`src/rtl/flc_pkg.sv`:
```
// flc_pkg: constants, codes and lookup tables of the flash LED control registers
// assumes a 100 MHz system clock and byte-wide registers behind a simple strobe port
package flc_pkg;

  // ************************************************************
  // register map and field positions
  // ************************************************************
  localparam logic [7:0] ADDR_MODE_COPY  = 8'h01;
  localparam logic [7:0] ADDR_FLASH      = 8'h02;
  localparam logic [7:0] ADDR_TIMER      = 8'h03;
  localparam logic [7:0] ADDR_IRQ_STATUS = 8'h10;
  localparam logic [7:0] ADDR_IRQ_MASK   = 8'h11;

  localparam int B_VM      = 7;
  localparam int B_MODE_LO = 5;
  localparam int B_FC13_LO = 3;
  localparam int B_FC2_LO  = 0;
  localparam int B_STIM_LO = 5;
  localparam int B_FAIL    = 4;
  localparam int B_TO      = 3;
  localparam int B_STT     = 2;
  localparam int B_SFT     = 1;
  localparam int B_TXM     = 0;

  // ************************************************************
  // reset values
  // ************************************************************
  localparam logic       RST_VM    = 1'h0;
  localparam logic [1:0] RST_FC13  = 2'h0;
  localparam logic [2:0] RST_FC2   = 3'h3;
  localparam logic [2:0] RST_STIM  = 3'h6;
  localparam logic       RST_RANGE = 1'h0;
  localparam logic       RST_STT   = 1'h0;
  localparam logic       RST_TXM   = 1'h1;

  // ************************************************************
  // modes, states, interrupt and pin indices
  // ************************************************************
  typedef enum logic [1:0] {
    MODE_SHUTDOWN = 2'h0,
    MODE_DC       = 2'h1,
    MODE_FLASH    = 2'h2,
    MODE_VSRC     = 2'h3
  } flc_mode_t;

  typedef enum logic [2:0] {
    FL_IDLE  = 3'h1,
    FL_LEVEL = 3'h2,
    FL_SHOT  = 3'h4
  } flc_flash_t;

  localparam int IRQ_FAIL  = 0;
  localparam int IRQ_TO    = 1;
  localparam int IRQ_BLANK = 2;
  localparam int IRQ_WDOG  = 3;
  localparam int IRQ_W     = 4;

  localparam int SYN_VM    = 0;
  localparam int SYN_HC    = 1;
  localparam int SYN_TXM   = 2;
  localparam int SYN_FAULT = 3;
  localparam int SYN_FSYNC = 4;
  localparam int SYN_W     = 5;

  // ************************************************************
  // timing: timers count ticks of 0.1 ms
  // ************************************************************
  localparam int  CLK_PERIOD_NS  = 10;
  localparam int  TICK_TIME_NS   = 100000;
  localparam int  TICK_CYCLES_DEF = TICK_TIME_NS / CLK_PERIOD_NS;
  localparam real WDOG_TIME_S    = 11.2;
  localparam int  WDOG_TICKS_DEF = $rtoi((WDOG_TIME_S * 1.0e9 + 0.5) / TICK_TIME_NS);

  // ************************************************************
  // lookup tables
  // ************************************************************
  function automatic logic [11:0] outer_ma(input logic hc, input logic [1:0] code);
    case ({hc, code})
      3'h0:    outer_ma = 12'h113;
      3'h1:    outer_ma = 12'h14f;
      3'h2:    outer_ma = 12'h181;
      3'h3:    outer_ma = 12'h1bd;
      3'h4:    outer_ma = 12'h299;
      3'h5:    outer_ma = 12'h307;
      3'h6:    outer_ma = 12'h37a;
      default: outer_ma = 12'h401;
    endcase
  endfunction

  function automatic logic [11:0] centre_ma(input logic hc, input logic [2:0] code);
    case ({hc, code})
      4'h0:    centre_ma = 12'h131;
      4'h1:    centre_ma = 12'h14f;
      4'h2:    centre_ma = 12'h181;
      4'h3:    centre_ma = 12'h1f4;
      4'h4:    centre_ma = 12'h262;
      4'h5:    centre_ma = 12'h299;
      4'h6:    centre_ma = 12'h307;
      4'h7:    centre_ma = 12'h375;
      4'h8:    centre_ma = 12'h2d0;
      4'h9:    centre_ma = 12'h307;
      4'ha:    centre_ma = 12'h393;
      4'hb:    centre_ma = 12'h48d;
      4'hc:    centre_ma = 12'h5aa;
      4'hd:    centre_ma = 12'h60e;
      4'he:    centre_ma = 12'h6ef;
      default: centre_ma = 12'h802;
    endcase
  endfunction

  // safety time in ticks of 0.1 ms
  function automatic logic [15:0] safety_ticks(input logic range_sel, input logic [2:0] code);
    case ({range_sel, code})
      4'h0:    safety_ticks = 16'h02aa;
      4'h1:    safety_ticks = 16'h03fe;
      4'h2:    safety_ticks = 16'h0553;
      4'h3:    safety_ticks = 16'h06a8;
      4'h4:    safety_ticks = 16'h07fd;
      4'h5:    safety_ticks = 16'h0d50;
      4'h6:    safety_ticks = 16'h16a1;
      4'h7:    safety_ticks = 16'h2148;
      4'h8:    safety_ticks = 16'h0035;
      4'h9:    safety_ticks = 16'h006b;
      4'ha:    safety_ticks = 16'h00a0;
      4'hb:    safety_ticks = 16'h00d5;
      4'hc:    safety_ticks = 16'h010a;
      4'hd:    safety_ticks = 16'h0140;
      4'he:    safety_ticks = 16'h0175;
      default: safety_ticks = 16'h081d;
    endcase
  endfunction

endpackage

```
`src/rtl/flc_timer_if.sv`:
```
// flc_timer_if: link between the register block and its flash safety timer
// assumes both ends run on the same clock
`timescale 1ns/1ps
interface flc_timer_if;
  logic       start;
  logic       stop;
  logic       range_sel;
  logic [2:0] code;
  logic       running;
  logic       expired;
  modport ctl (output start, output stop, output range_sel, output code, input running, input expired);
  modport tmr (input start, input stop, input range_sel, input code, output running, output expired);
endinterface

```
`src/rtl/flc_safety_timer.sv`:
```
// flc_safety_timer: flash safety timer, counts ticks up to the selected safety time
// assumes start and stop are one-cycle pulses from the register block
`timescale 1ns/1ps
module flc_safety_timer
  import flc_pkg::*;
#(
  parameter int TICK_CYCLES = TICK_CYCLES_DEF
) (
  input  wire logic clk,
  input  wire logic rst,
  flc_timer_if.tmr  tif
);

  typedef struct packed {
    logic [31:0] presc;
    logic [15:0] ticks;
    logic        running;
    logic        expired;
  } flc_tmr_state_t;

  flc_tmr_state_t q;
  flc_tmr_state_t next_q;

  // ************************************************************
  // counting
  // ************************************************************
  always_comb begin
    next_q         = q;
    next_q.expired = 1'b0;
    if (tif.start) begin
      next_q.running = 1'b1;
      next_q.presc   = '0;
      next_q.ticks   = '0;
    end else if (tif.stop) begin
      next_q.running = 1'b0;
    end else if (q.running) begin
      next_q.presc = q.presc + 32'h1;
      if (q.presc == 32'(TICK_CYCLES - 1)) begin
        next_q.presc = '0;
        next_q.ticks = q.ticks + 16'h1;
        if (q.ticks + 16'h1 >= safety_ticks(tif.range_sel, tif.code)) begin
          next_q.running = 1'b0;
          next_q.expired = 1'b1;
        end
      end
    end
  end

  always_ff @(posedge clk or posedge rst) begin
    if (rst) begin
      q <= '0;
    end else begin
      q <= next_q;
    end
  end

  assign tif.running = q.running;
  assign tif.expired = q.expired;

endmodule

```
`src/rtl/flc_regs.sv`:
```
// flc_regs: control and status registers of an LED flash driver
// assumes a host bridge driving one-cycle strobes and asynchronous pins from the board
//
// Behaviour
// - bit 7 forces voltage mode, reads pin
// - mode field decodes four operating modes
// - mode not refreshed in 11.2 s shuts down
// - mode write at 0x02 updates 0x01 copy
// - mode write at 0x01 updates 0x02
// - outer flash code picks current per range
// - centre flash code picks current per range
// - safety code picks timeout per range
// - led failure flag sticky, clears on read
// - timer bit 3 write selects range
// - timeout flag set on expiry, cleared restart
// - trigger type level or edge, flash mode
// - writing strobe one starts a flash
// - strobe bit reads flash in progress
// - blanking enable reduces current while pin high
// - blanking flag sticky, clears on read
`timescale 1ns/1ps
module flc_regs
  import flc_pkg::*;
#(
  parameter int TICK_CYCLES = TICK_CYCLES_DEF,
  parameter int WDOG_TICKS  = WDOG_TICKS_DEF
) (
  input  wire logic        clk,
  input  wire logic        rst,
  input  wire logic [7:0]  addr,
  input  wire logic [7:0]  wdata,
  input  wire logic        wr,
  input  wire logic        rd,
  output logic      [7:0]  rdata,
  input  wire logic        voltage_mode_pin,
  input  wire logic        high_current_select,
  input  wire logic        tx_mask_pin,
  input  wire logic        led_fault_pin,
  input  wire logic        flash_sync_pin,
  output logic      [1:0]  operating_mode,
  output logic             voltage_mode,
  output logic             flash_active,
  output logic             blanking,
  output logic      [11:0] outer_led_current_ma,
  output logic      [11:0] centre_led_current_ma,
  output logic             irq
);

  typedef struct packed {
    logic [SYN_W-1:0] s1;
    logic [SYN_W-1:0] s2;
    logic             fsync_prev;
    logic             voltage_mode_force;
    flc_mode_t        mode;
    logic [1:0]       outer_led_flash_level;
    logic [2:0]       centre_led_flash_level;
    logic [2:0]       safety_time_code;
    logic             timer_range_sel;
    logic             timer_trigger_type;
    logic             blank_en;
    logic             led_failure_flag;
    logic             timeout_flag;
    logic             blank_flag;
    logic             level_spent;
    logic [IRQ_W-1:0] irq_status;
    logic [IRQ_W-1:0] irq_mask;
    flc_flash_t       fl;
    logic             start;
    logic             stop;
    logic [31:0]      wdog_presc;
    logic [31:0]      wdog_ticks;
    logic [7:0]       rdata;
    logic [1:0]       mode_out;
    logic             vm_out;
    logic             flash_out;
    logic             blank_out;
    logic [11:0]      outer_ma;
    logic [11:0]      centre_ma;
    logic             irq;
  } flc_regs_state_t;

  flc_regs_state_t q;
  flc_regs_state_t next_q;
  flc_timer_if     tif();

  // ************************************************************
  // safety timer
  // ************************************************************
  flc_safety_timer #(
    .TICK_CYCLES (TICK_CYCLES)
  ) u_timer (
    .clk (clk),
    .rst (rst),
    .tif (tif)
  );

  assign tif.start     = q.start;
  assign tif.stop      = q.stop;
  assign tif.range_sel = q.timer_range_sel;
  assign tif.code      = q.safety_time_code;

  // ************************************************************
  // next state
  // ************************************************************
  logic             wr_copy;
  logic             wr_flash;
  logic             wr_timer;
  logic             rd_timer;
  logic             sw_start;
  logic             in_flash;
  logic             lvl;
  logic             rise;
  logic             wdog_evt;
  logic             fail_set;
  logic             blank_set;
  logic             blank_now;
  logic [IRQ_W-1:0] events;

  always_comb begin
    next_q            = q;
    next_q.s1         = {flash_sync_pin, led_fault_pin, tx_mask_pin, high_current_select, voltage_mode_pin};
    next_q.s2         = q.s1;
    next_q.fsync_prev = q.s2[SYN_FSYNC];
    next_q.start      = 1'b0;
    next_q.stop       = 1'b0;
    next_q.rdata      = 8'h00;
    wr_copy   = wr && (addr == ADDR_MODE_COPY);
    wr_flash  = wr && (addr == ADDR_FLASH);
    wr_timer  = wr && (addr == ADDR_TIMER);
    rd_timer  = rd && (addr == ADDR_TIMER);
    sw_start  = wr_timer && wdata[B_SFT];
    in_flash  = (q.mode == MODE_FLASH);
    lvl       = q.s2[SYN_FSYNC];
    rise      = q.s2[SYN_FSYNC] && !q.fsync_prev;
    wdog_evt  = 1'b0;
    fail_set  = q.s2[SYN_FAULT];
    blank_set = q.blank_en && q.s2[SYN_TXM];

    // mode refresh timeout, counts in every mode except shutdown
    if (wr_copy || wr_flash || (q.mode == MODE_SHUTDOWN)) begin
      next_q.wdog_presc = '0;
      next_q.wdog_ticks = '0;
    end else if (q.wdog_presc == 32'(TICK_CYCLES - 1)) begin
      next_q.wdog_presc = '0;
      next_q.wdog_ticks = q.wdog_ticks + 32'h1;
      if (q.wdog_ticks == 32'(WDOG_TICKS - 1)) begin
        next_q.mode = MODE_SHUTDOWN;
        wdog_evt    = 1'b1;
      end
    end else begin
      next_q.wdog_presc = q.wdog_presc + 32'h1;
    end

    // register writes
    if (wr_copy) begin
      next_q.mode = flc_mode_t'(wdata[B_MODE_LO +: 2]);
    end
    if (wr_flash) begin
      next_q.voltage_mode_force     = wdata[B_VM];
      next_q.mode                   = flc_mode_t'(wdata[B_MODE_LO +: 2]);
      next_q.outer_led_flash_level  = wdata[B_FC13_LO +: 2];
      next_q.centre_led_flash_level = wdata[B_FC2_LO +: 3];
    end
    if (wr_timer) begin
      next_q.safety_time_code   = wdata[B_STIM_LO +: 3];
      next_q.timer_range_sel    = wdata[B_TO];
      next_q.timer_trigger_type = wdata[B_STT];
      next_q.blank_en           = wdata[B_TXM];
    end
    if (wr && (addr == ADDR_IRQ_MASK)) begin
      next_q.irq_mask = wdata[IRQ_W-1:0];
    end

    // flash strobe sequencing
    if (!lvl) begin
      next_q.level_spent = 1'b0;
    end
    case (q.fl)
      FL_IDLE: begin
        if (in_flash && (sw_start || (q.timer_trigger_type && rise))) begin
          next_q.start = 1'b1;
          next_q.fl    = FL_SHOT;
        end else if (in_flash && !q.timer_trigger_type && lvl && !q.level_spent) begin
          next_q.start = 1'b1;
          next_q.fl    = FL_LEVEL;
        end
      end
      FL_LEVEL: begin
        if (!in_flash || !lvl) begin
          next_q.stop = 1'b1;
          next_q.fl   = FL_IDLE;
        end else if (tif.expired) begin
          next_q.level_spent = 1'b1;
          next_q.fl          = FL_IDLE;
        end
      end
      FL_SHOT: begin
        if (!in_flash) begin
          next_q.stop = 1'b1;
          next_q.fl   = FL_IDLE;
        end else if (sw_start || (q.timer_trigger_type && rise)) begin
          next_q.start = 1'b1;
        end else if (tif.expired && !q.start) begin
          next_q.fl = FL_IDLE;
        end
      end
      default: begin
        next_q.fl = FL_IDLE;
      end
    endcase

    // sticky flags, set wins over clear
    if (q.start) begin
      next_q.timeout_flag = 1'b0;
    end
    if (tif.expired) begin
      next_q.timeout_flag = 1'b1;
    end
    if (rd_timer) begin
      next_q.led_failure_flag = 1'b0;
      next_q.blank_flag       = 1'b0;
    end
    if (fail_set) begin
      next_q.led_failure_flag = 1'b1;
    end
    if (blank_set) begin
      next_q.blank_flag = 1'b1;
    end

    // interrupt status
    events            = '0;
    events[IRQ_FAIL]  = fail_set && !q.led_failure_flag;
    events[IRQ_TO]    = tif.expired;
    events[IRQ_BLANK] = blank_set && !q.blank_flag;
    events[IRQ_WDOG]  = wdog_evt;
    if (wr && (addr == ADDR_IRQ_STATUS)) begin
      next_q.irq_status = q.irq_status & ~wdata[IRQ_W-1:0];
    end
    next_q.irq_status = next_q.irq_status | events;

    // read data, one cycle after the strobe
    if (rd) begin
      case (addr)
        ADDR_MODE_COPY:  next_q.rdata = {1'b0, q.mode, 5'h00};
        ADDR_FLASH:      next_q.rdata = {q.s2[SYN_VM], q.mode, q.outer_led_flash_level,
                                         q.centre_led_flash_level};
        ADDR_TIMER:      next_q.rdata = {q.safety_time_code, q.led_failure_flag, q.timeout_flag,
                                         q.timer_trigger_type, q.fl != FL_IDLE, q.blank_flag};
        ADDR_IRQ_STATUS: next_q.rdata = {{(8-IRQ_W){1'b0}}, q.irq_status};
        ADDR_IRQ_MASK:   next_q.rdata = {{(8-IRQ_W){1'b0}}, q.irq_mask};
        default:         next_q.rdata = 8'h00;
      endcase
    end

    // outputs
    blank_now          = q.blank_en && q.s2[SYN_TXM];
    next_q.mode_out    = next_q.mode;
    next_q.vm_out      = next_q.voltage_mode_force || q.s2[SYN_VM] || (next_q.mode == MODE_VSRC);
    next_q.flash_out   = (next_q.fl != FL_IDLE);
    next_q.blank_out   = blank_now;
    if (next_q.flash_out && !blank_now) begin
      next_q.outer_ma  = outer_ma(q.s2[SYN_HC], q.outer_led_flash_level);
      next_q.centre_ma = centre_ma(q.s2[SYN_HC], q.centre_led_flash_level);
    end else begin
      next_q.outer_ma  = 12'h000;
      next_q.centre_ma = 12'h000;
    end
    next_q.irq = |(next_q.irq_status & next_q.irq_mask);
  end

  // ************************************************************
  // state register
  // ************************************************************
  always_ff @(posedge clk or posedge rst) begin
    if (rst) begin
      q                        <= '0;
      q.voltage_mode_force     <= RST_VM;
      q.mode                   <= MODE_SHUTDOWN;
      q.outer_led_flash_level  <= RST_FC13;
      q.centre_led_flash_level <= RST_FC2;
      q.safety_time_code       <= RST_STIM;
      q.timer_range_sel        <= RST_RANGE;
      q.timer_trigger_type     <= RST_STT;
      q.blank_en               <= RST_TXM;
      q.fl                     <= FL_IDLE;
    end else begin
      q <= next_q;
    end
  end

  assign rdata                 = q.rdata;
  assign operating_mode        = q.mode_out;
  assign voltage_mode          = q.vm_out;
  assign flash_active          = q.flash_out;
  assign blanking              = q.blank_out;
  assign outer_led_current_ma  = q.outer_ma;
  assign centre_led_current_ma = q.centre_ma;
  assign irq                   = q.irq;

  // ************************************************************
  // assertions
  // ************************************************************
  a_vm_readback: assert property (@(posedge clk) disable iff (rst)
    (rd && addr == ADDR_FLASH) |=> (rdata[B_VM] == $past(q.s2[SYN_VM])))
    else $error("voltage mode bit does not read the pin");

  a_mode_copy02: assert property (@(posedge clk) disable iff (rst)
    (wr && addr == ADDR_FLASH) ##1 (rd && addr == ADDR_MODE_COPY)
      |=> (rdata[B_MODE_LO +: 2] == $past(wdata[B_MODE_LO +: 2], 2)))
    else $error("mode copy at 0x01 not updated");

  a_mode_copy01: assert property (@(posedge clk) disable iff (rst)
    (wr && addr == ADDR_MODE_COPY) |=> (operating_mode == $past(wdata[B_MODE_LO +: 2])))
    else $error("mode at 0x02 not updated from 0x01");

  a_wdog_shutdown: assert property (@(posedge clk) disable iff (rst)
    (q.mode != MODE_SHUTDOWN && !wr && q.wdog_presc == 32'(TICK_CYCLES - 1)
      && q.wdog_ticks == 32'(WDOG_TICKS - 1)) |=> (operating_mode == MODE_SHUTDOWN))
    else $error("no shutdown after refresh timeout");

  a_fail_clear: assert property (@(posedge clk) disable iff (rst)
    (rd && addr == ADDR_TIMER && !q.s2[SYN_FAULT]) |=> !q.led_failure_flag)
    else $error("failure flag survives read");

  a_timeout_set: assert property (@(posedge clk) disable iff (rst)
    tif.expired |=> (q.timeout_flag [*1] ##0 !$past(q.start)) or q.timeout_flag)
    else $error("timeout flag not set on expiry");

  a_strobe_start: assert property (@(posedge clk) disable iff (rst)
    (wr && addr == ADDR_TIMER && wdata[B_SFT] && q.mode == MODE_FLASH && q.fl == FL_IDLE)
      |=> ##1 tif.running ##0 flash_active)
    else $error("strobe write did not start the flash");

  a_strobe_read: assert property (@(posedge clk) disable iff (rst)
    (rd && addr == ADDR_TIMER) |=> (rdata[B_SFT] == $past(q.fl != FL_IDLE)))
    else $error("strobe bit does not show flash state");

  a_blank_cut: assert property (@(posedge clk) disable iff (rst)
    (q.blank_en && q.s2[SYN_TXM]) |=> (outer_led_current_ma == 12'h000 && centre_led_current_ma == 12'h000))
    else $error("current not reduced while blanking");

  a_blank_flag: assert property (@(posedge clk) disable iff (rst)
    (q.blank_en && q.s2[SYN_TXM]) |=> q.blank_flag)
    else $error("blanking flag not set");

  a_level_stop: assert property (@(posedge clk) disable iff (rst)
    (q.fl == FL_LEVEL && !q.s2[SYN_FSYNC]) |=> (q.fl == FL_IDLE) ##1 !tif.running)
    else $error("level flash did not stop");

endmodule

```
`config.mk`:
```
export PLATFORM = sky130hd
export DESIGN_NAME = flc_regs
export DESIGN_NICKNAME = d
export VERILOG_FILES = /design/src/rtl/flc_pkg.sv /design/src/rtl/flc_timer_if.sv /design/src/rtl/flc_safety_timer.sv /design/src/rtl/flc_regs.sv
export SDC_FILE = /design/constraint.sdc
export NUM_CORES = 1
export LEC_CHECK = 0
export BUFFER_PORTS_ARGS = -buffer_cell sky130_fd_sc_hd__buf_2
export CAP_MARGIN = 20
export CORE_ASPECT_RATIO = 0.7
export CORE_MARGIN = 1.5
export CORE_UTILIZATION = 55
export CTS_CLUSTER_DIAMETER = 100
export DETAILED_ROUTE_END_ITERATION = 10
export HOLD_SLACK_MARGIN = 0.05
export PLACE_DENSITY = 0.85
export SYNTH_ARGS = -nofsm -noshare
export SYNTH_HDL_FRONTEND = slang
export SYNTH_HIERARCHICAL = 1
export SYNTH_SLANG_ARGS = --single-unit
```
`constraint.sdc`:
```
create_clock -name clk -period 8.05 [get_ports clk]
set_input_delay 1.61 -clock clk [delete_from_list [all_inputs] [get_ports clk]]
set_output_delay 1.61 -clock clk [all_outputs]
set_load 0.02 [all_outputs]
```
# == Word-level counts from Yosys, hierarchy flattened ==
# Memory sizes are Yosys's and may differ from the RTL's.
# Index checks and enable logic that the tools add are counted.
# word_totals
register_bits,192
latchBits,0
ramBits,0
mem_bits_ro,416
input_bits,25
output_inout_bits,38
wordCells,162
mem_count,2
# classes
add_sub_neg,4
mul,0
div_mod_pow,0
magnitude_cmp,1
n_eq_ne,22
n_shift,0
n_mux,52
bitwise,4
n_reduce_logical,44
# memory_table
name,words,word_bits,read_ports,rd_ports_with_merged_regs,write_ports,line,text
(name not given),16,14,1,0,0,flc_pkg.sv:113,"case ({range_sel, code})"
(name not given),16,12,1,0,0,flc_pkg.sv:91,"case ({hc, code})"
# op_table
operator,n
$mux W50,2
$add A32 B1 Y32 const B,3
$pmux W11 S7,1
$eq A32 B14 Y1 const B,2
$mux W16,4
$mux W32,2
$mux W64,1
$mux W49,1
$mux W48,1
$pmux W8 S5,1
$eq A32 B17 Y1 const B,1
$mux W24,1
$mux W1,19
$logic_and A1 B1 Y1,18
$add A16 B1 Y16 const B,1
$eq A8 B2 Y1 const B,2
$eq A8 B5 Y1 const B,2
$ge A16 B16 Y1,1
$mux W4,4
$mux W8,2
$mux W3,5
$eq A3 B3 Y1 const B,4
$reduce_bool A2 Y1,6
$mux W2,5
18 further kinds,38

# == Depth between registers and ports, before layout ==
# Gate-level depths: netlist of run 1.
# logic_depth
depth_word,11
mapped_depth,12
ltp_nobuf,12

# == By module ==
# Netlist of run 1, hierarchy kept.
# by_module_without_submodules
module,n_inst,cells_per_inst,area_per_inst_um2,seq_area_each_um2
flc_regs,1,728,7093.1,3535.9
flc_safety_timer,1,401,3707.3,1251.2

# == Least setup slack after synthesis of run 1 ==
# Ideal clock, no wire load.
# synth_timing
kind,input to register
startpoint,input port addr[3]
endpoint,"register q, in the netlist voltage_mode"
setup_time_ps,126
arrival_time_ps,3420
required_time_ps,7924
slack_ps,4504
path_stages,5
path_buffers,0
cell_sequence,or4_1 > nor4b_4 > nand3b_2 > mux2_2 > a311o_1
# synth_lines
element,line,text
start: declaration,flc_regs.sv:30,"input wire logic [7:0] addr,"
end signal: assignment,flc_regs.sv:287,q <= next_q;
end: declaration,flc_regs.sv:82,flc_regs_state_t q;

==> results of run 1 <==
flip-flops by register name (all words and copies together), names as in the netlist:
signal,cells
q,91
u_timer/q,48
centre_led_current_ma,12
outer_led_current_ma,11
rdata,8
next_q,5
tif.code,3
operating_mode,2
blanking,1
fail_set,1
flash_active,1
irq,1
lvl,1
tif.range_sel,1
tif.start,1
tif.stop,1
u_timer/tif.expired,1
u_timer/tif.running,1
voltage_mode,1
path summary, 6_finish.rpt:
path / from / end / slack, ns / depth (start not counted)
setup / recovery: addr[3] / outer_led_current_ma[1]$_DFF_PP0_ / 4.55 / 7
min in group asynchronous: rst / u_timer/q[3]$_DFFE_PP0P_ / 1.10 / 2
hold / removal: next_q[137]$_DFF_PP0_ / fail_set$_DFF_PP0_ / 0.35 / 0
hold reg to reg: next_q[137]$_DFF_PP0_ / fail_set$_DFF_PP0_ / 0.35 / 0
setup reg to reg: u_timer/q[30]$_DFFE_PP0P_ / u_timer/q[32]$_DFFE_PP0P_ / 4.60 / 5
max in group asynchronous: rst / q[67]$_DFFE_PP0P_ / 5.46 / 3
worst max-delay path: stages:
cell and delay, ns:
buf_2 0.11, or4_1 0.66, nor4b_4 0.46, a41o_1 0.31, a221oi_2 0.09, buf_4 0.23, a2111oi_0 0.33
routing by layer:
| layer | up-vias | part of all wire, % |
|---|---|---|
| met4 | 0 | 0.99 |
| met1 | 4252 | 47 |
| met2 | 314 | 46 |
| met5 | - | 0 |
| met3 | 30 | 6.3 |
| li1 | 4031 | - |
where the power goes:
group | switching [W] | internal [W]
clock | 0.000399 | 0.000466
combinational | 0.000209 | 0.000114
sequential | 0.0000546 | 0.00101
placed cells by master (no fill, tap or decap), drive strengths merged, types with 6 or more instances in the layout:
cell type and instances:
a21oi 45, a22o 7, a22oi 9, a31oi 7, and2 10, and3 16, and4 9, buf 67
clkbuf 20, clkinv 8, dfrtp 185, dfstp 6, ha 31, inv 42, mux2 20, mux2i 10
nand2 80, nand2b 8, nand3 63, nand4 29, nor2 127, nor2b 13, nor3 36, nor3b 7
nor4 44, nor4b 6, o2111ai 7, o21ai 29, o31ai 20, or2 6, or3 12, or4 26
xnor2 63, xor2 16
through the flow:
| stage | setup slack, ns | cells | utilization, % | power (W) |
|---|---|---|---|---|
| global route | 4.27 | 1406 | 60.9 | 0.00236 |
| CTS | 4.57 | 1405 | 60.8 | 0.00226 |
| detailed placement | 4.13 | 1373 | 57.6 | 0.00140 |
| finish | 4.55 | 1407 | 60.9 | 0.00226 |
| floorplan | 2.67 | 1129 | - | 0.00133 |
| global placement | 4.17 | 1373 | 57.6 | 0.00139 |
layout make-up:
type / count / share of cell area, %
clock buffers: 20 / 4.02
repair buffers: 67 / 3.12
flip-flops and latches: 191 / 41.2
well taps: 264 / 2.84
diodes: 1 / 0.0215
inverters: 40 / 1.33
clock inverters: 12 / 1.27
multi-input cells: 812 / 46.2
cells by family after synthesis:
kind of cell | share of synthesized area [%]
other | 0.0347
buffers and inverters | 6.05
adders and majority gates | 3.59
xor gates and xnor gates | 6.41
muxes | 3.22
DFF | 44.3
and+or+nand+nor | 25.3
AOI/OAI and AO/OA | 11.0
==> impl_metrics.env, run 1 <==
export IMPL_ir_worst_vdd_mv=0.145
export IMPL_drive_gt1_share_pct=14.9
export IMPL_hold_viol_final=0
export IMPL_dpl_cell_area_um2=11000
export IMPL_netlist_area_leader_share_pct=42.9
export IMPL_cp_start_kind="primary input"
export IMPL_yosys_warnings=6
export IMPL_synth_edff_count=0
export IMPL_cts_buffers=17
export IMPL_drc=0
export IMPL_cp_end_kind="flip-flop"
export IMPL_hold_buffers=0
export IMPL_worstMarginPinSlew_ns=1.00
export IMPL_synth_cell_types=84
export IMPL_crit_required_ns=8.36
export IMPL_gr_usage_met3_pct=5.11
export IMPL_track_usage_pct=25.3
export IMPL_critPathKind="in -> reg"
export IMPL_synth_area_leader_cell="dfrtp_1"
export IMPL_period_share_pct=43.4
export IMPL_synth_nets=1185
export IMPL_initial_core_util_pct=56.6
export IMPL_clock_fmax_mhz=286
export IMPL_syn_area_um2=10800
export IMPL_leakage_nw=4.91
export IMPL_drt_initial_drc_count=901
export IMPL_firstDrtPassIters=6
export IMPL_vias=8627
export IMPL_final_area_um2=11600
export IMPL_hpwl_um=17200
export IMPL_max_slew_margin_pct=33.1
export IMPL_finClkSkew_ns=0.0137
export IMPL_die_h_um=120
export IMPL_vias_per_cell=6.13
export IMPL_grt_antenna_before_repair=1
export IMPL_grt_max_degree=72
export IMPL_status="completed"
export IMPL_final_setup_tns_ns=0
export IMPL_cts_tree="built"
export IMPL_timing_hold_ws_ns=0.351
export IMPL_grt_pass1_wl_um=41300
export IMPL_crit_fanout=25
export IMPL_synthFlopType="dfrtp_1"
export IMPL_wl_um=24700
export IMPL_rsz0062_at_grt="no"
export IMPL_cts_sinks=191
export IMPL_fillers=1500
export IMPL_core_area_um2=19100
export IMPL_fp_row_count=42
export IMPL_pin_count=63
export IMPL_synth_area_leaders="dfrtp_1, xnor2_1, nor2_1, ha_1, nand2_1"
export IMPL_min_path_type="reg -> reg"
export IMPL_clkLatencyLatePin_ns=0.44
export IMPL_clkSlewWorstSetupHoldPaths_ns=0.07
export IMPL_timing_final_crit_period_ns=3.50
export IMPL_yosysMostFrequentCell="dfrtp_1"
export IMPL_syn_mean_instance_area_um2=9.57
export IMPL_gr_usage_met1_pct=36.3
export IMPL_clock_root_buffer="clkbuf_16"
export IMPL_clk_path_buf_depth=2
export IMPL_grt_pass1_vias=8180
export IMPL_seqCellArea_um2=4790
export IMPL_die_area_um2=20500
export IMPL_maxCapViolCount=0
export IMPL_avgRoutedWirePerCell_um=17.6
export IMPL_postCtsSetupBuffers=0
export IMPL_htreeDepth=4
export IMPL_use_met2_pct=39.1
export IMPL_multi_input_area_um2=5370
export IMPL_ant_nets=0
export IMPL_synth_commonest_cells="dfrtp_1, nor2_1, nand2_1"
export IMPL_p_per_area_nw_per_um2=194
export IMPL_cts_resized_gates=0
export IMPL_place_congestion=0.908
export IMPL_die_w_um=170
export IMPL_globalRouteOverflowTotal=0
export IMPL_yosysSeqAreaShare_pct=44.3
export IMPL_busiest_layer="met2"
export IMPL_synth_seq_cells=191
export IMPL_final_max_slew_viol_count=0
export IMPL_setup_violations=0
export IMPL_worst_ep_arrival_time_ns=3.81
export IMPL_async_flop_share_pct=100
export IMPL_port_buffers=61
export IMPL_final_nets=1185
export IMPL_syn_inst=1129
export IMPL_synthToLayoutAreaGrowth_pct=7.61
(Power assumes the default switching activity.)
==> inputs of run 2 (changes only) <==
--- a/config.mk
+++ b/config.mk
@@ -5,6 +5,7 @@
 export SDC_FILE = /design/constraint.sdc
 export NUM_CORES = 1
 export LEC_CHECK = 0
+export ABC_AREA = 1
 export BUFFER_PORTS_ARGS = -buffer_cell sky130_fd_sc_hd__buf_2
 export CAP_MARGIN = 20
 export CORE_ASPECT_RATIO = 0.7
==> constraint.sdc (replaced) <==
create_clock -name clk -period 3.6 [get_ports clk]
set_input_delay 0.72 -clock clk [delete_from_list [all_inputs] [get_ports clk]]
set_output_delay 0.72 -clock clk [all_outputs]
set_load 0.02 [all_outputs]
==> run 2 against run 1 <==
  * Synthesized area up 7.7%
  * Non-clock buffer count unchanged
  * Combinational power rose to 2.6 times the previous value
==> impl_metrics.env, run 2 <==
export IMPL_hpwl_um=20900
export IMPL_yosysSeqAreaShare_pct=41.1
export IMPL_clk_path_buf_depth=2
export IMPL_final_nets=1629
export IMPL_cp_depth=15
export IMPL_synth_commonest_cells="nand2_1, nor2_1, dfrtp_1"
export IMPL_drt_initial_drc_count=1228
export IMPL_port_buffers=61
export IMPL_place_congestion=0.975
export IMPL_synth_cell_types=49
export IMPL_clock_fmax_mhz=409
export IMPL_gr_usage_met3_pct=6.41
export IMPL_avgRoutedWirePerCell_um=15.3
export IMPL_maxCapViolCount=0
export IMPL_drc=0
export IMPL_synthToLayoutAreaGrowth_pct=7.23
export IMPL_clkSlewWorstSetupHoldPaths_ns=0.07
export IMPL_worst_ep_arrival_time_ns=2.82
export IMPL_p_seq_share_pct=46.5
export IMPL_hold_viol_final=0
export IMPL_fin_util_pct=60.1
export IMPL_track_usage_pct=26.8
export IMPL_synth_area_leader_cell="dfrtp_1"
export IMPL_period_share_pct=67.9
export IMPL_vias=10400
export IMPL_netlist_area_leader_share_pct=39.8
export IMPL_syn_area_um2=11600
export IMPL_die_w_um=177
export IMPL_use_met2_pct=37.4
export IMPL_die_area_um2=22000
export IMPL_cp_start_kind="flip-flop"
export IMPL_globalRouteOverflowTotal=0
export IMPL_ff2ff_setup_slack_ns=1.15
export IMPL_max_slew_margin_pct=54.4
export IMPL_status="completed"
export IMPL_clkLatencyLatePin_ns=0.45
export IMPL_clock_root_buffer="clkbuf_16"
export IMPL_cp_end_kind="flip-flop"
export IMPL_r2r_end="u_timer/tif.running$_DFF_PP0_"
export IMPL_synth_area_leaders="dfrtp_1, nand2_1, nor2_1, inv_1, nand3_1"
export IMPL_r2r_start="tif.code[1]$_DFFE_PP1N_"
export IMPL_postCtsSetupBuffers=0
export IMPL_grt_antenna_before_repair=0
export IMPL_finClkSkew_ns=0.0125
export IMPL_min_path_type="in -> async"
export IMPL_critPathKind="reg -> reg"
export IMPL_hold_buffers=0
export IMPL_vias_per_cell=5.58
export IMPL_cts_sinks=191
export IMPL_path_delay_family="simple AND/OR/NAND/NOR gates"
export IMPL_gr_usage_met1_pct=41.5
export IMPL_syn_inst=1555
export IMPL_final_cell_mix="nand2_1, nor2_1, dfrtp_1"
export IMPL_synth_nets=1611
export IMPL_synthFlopType="dfrtp_1"
export IMPL_crit_chain="inv_1, ha_1, nor2_1, nor2_1, o21ai_0, ha_1, a21oi_1, nand2_1, nand2_1, nand2_1, nand2_1, nand2_1, nand3_1, nand2_1, a21oi_1"
export IMPL_grt_pass1_vias=9456
export IMPL_crit_required_ns=3.97
export IMPL_busiest_layer="met1"
export IMPL_synth_seq_cells=191
export IMPL_ir_worst_vdd_mv=0.332
export IMPL_pwr_share_comb_pct=16.4
export IMPL_grt_max_degree=81
export IMPL_rsz0062_at_grt="no"
export IMPL_antennaDiodeCount=0
export IMPL_cts_buffers=17
export IMPL_worstMarginPinSlew_ns=0.678
export IMPL_leakage_nw=5.79
export IMPL_synth_edff_count=0
export IMPL_final_max_slew_viol_count=0
export IMPL_ant_nets=0
export IMPL_cts_resized_gates=0
export IMPL_timing_final_crit_period_ns=2.45
export IMPL_p_switching_w=0.00158
export IMPL_cpPeakStageDelay_ns=0.61
export IMPL_intPower_w=0.00360
export IMPL_initial_core_util_pct=56.1
export IMPL_drive_gt1_share_pct=12.1
export IMPL_setup_violations=0
export IMPL_htreeDepth=4
export IMPL_final_setup_tns_ns=0
export IMPL_yosys_warnings=6
export IMPL_switching_share_pct=30.4
export IMPL_grt_pass1_wl_um=47100
export IMPL_max_flop_register="q"
export IMPL_cp_slowest_cell="dfstp_2"
export IMPL_crit_fanout=9
export IMPL_clock_power_share_pct=37.1
export IMPL_fp_row_count=44
export IMPL_pin_count=63
export IMPL_wl_um=28400
export IMPL_largest_reg_flops=91
export IMPL_syn_mean_instance_area_um2=7.48
export IMPL_layout_commonest_cell="nand2_1"
export IMPL_die_h_um=125
export IMPL_cts_tree="built"
export IMPL_crit_top_cell="nand2_1"
export IMPL_yosysMostFrequentCell="nand2_1"
export IMPL_async_flop_share_pct=100
export IMPL_critPathBufInv=1
export IMPL_rr_worst_depth=15
export IMPL_firstDrtPassIters=6
export IMPL_core_area_um2=20800
export IMPL_p_per_area_nw_per_um2=415
-- run 2: changes by cell type in the layout (fill, tap and decap cells not counted), moves of 33 or more --
cell and delta:
xnor2_1 -48, nor2_2 +33, nand2_1 +301, o21ai_0 +44
inv_1 +118, nor2_1 +115
-- run 2: cell type report --
class	count	area, um^2
timing repair buffer	67	375
tap	276	345
clock buffer	20	457
clock inverter	10	128
inverter	172	649
multi-input combinational	1124	5730
sequential	191	4790
fill	1792	8280
-- run 2: routing by layer --
layer,up-vias,part of all wire (%)
met2,530,41
li1,4990,-
met3,35,10
met1,4831,47
met4,0,1.0
met5,-,0
-- run 2: worst max-delay path by stage --
stage / startpoint / slack, ns / end
3_5_place_dp: addr[7] / 1.04 / q[39]$_DFFE_PP0P_
3_3_place_gp: addr[5] / 1.16 / q[58]$_DFFE_PP0P_
2_1_floorplan: rst / 1.12 / blanking$_DFF_PP0_
5_1_grt: tif.code[2]$_DFFE_PP1N_ / 0.93 / u_timer/tif.running$_DFF_PP0_
4_1_cts: tif.code[1]$_DFFE_PP1N_ / 1.18 / u_timer/tif.running$_DFF_PP0_
6_report: tif.code[1]$_DFFE_PP1N_ / 1.15 / u_timer/tif.running$_DFF_PP0_
-- run 2: worst reg2reg max path, cell delays in order, from the launching register on --
cell	delay [ns]
dfstp_2	0.61
inv_1	0.12
ha_1	0.21
nor2_1	0.14
nor2_1	0.05
o21ai_0	0.19
ha_1	0.27
a21oi_1	0.17
nand2_1	0.07
nand2_1	0.05
nand2_1	0.06
nand2_1	0.07
nand2_1	0.06
nand3_1	0.12
nand2_1	0.07
a21oi_1	0.12
-- run 2: through the flow --
stage	cell area (um^2)	total power [W]	hold slack (ns)	worst slack, ns	cells
global placement	11900	0.00326	0.336	1.16	1829
floorplan	11600	0.00315	0.331	1.12	1555
detailed placement	11900	0.00328	0.337	1.04	1829
CTS	12500	0.00518	0.342	1.18	1859
global route	12500	0.00541	0.210	0.926	1860
finish	12500	0.00517	0.199	1.15	1860
-- run 2: kinds of logic after synthesis --
logic type / share of synthesized area, %
muxes: 0.290
and+or+nand+nor: 34.6
xor gates and xnor gates: 4.74
adders and majority gates: 3.33
DFF: 41.1
AOI/OAI and AO/OA: 6.24
buffers and inverters: 9.57
other: 0.0322
-- run 2: power groups by stage --
stage               logic, W  clock network (W)  registers, W
global route        0.000938            0.00205       0.00242
CTS                 0.000844            0.00193       0.00241
floorplan           0.000732                  0       0.00242
global placement    0.000819                  0       0.00244
detailed placement  0.000843                  0       0.00244
finish              0.000850            0.00192       0.00241
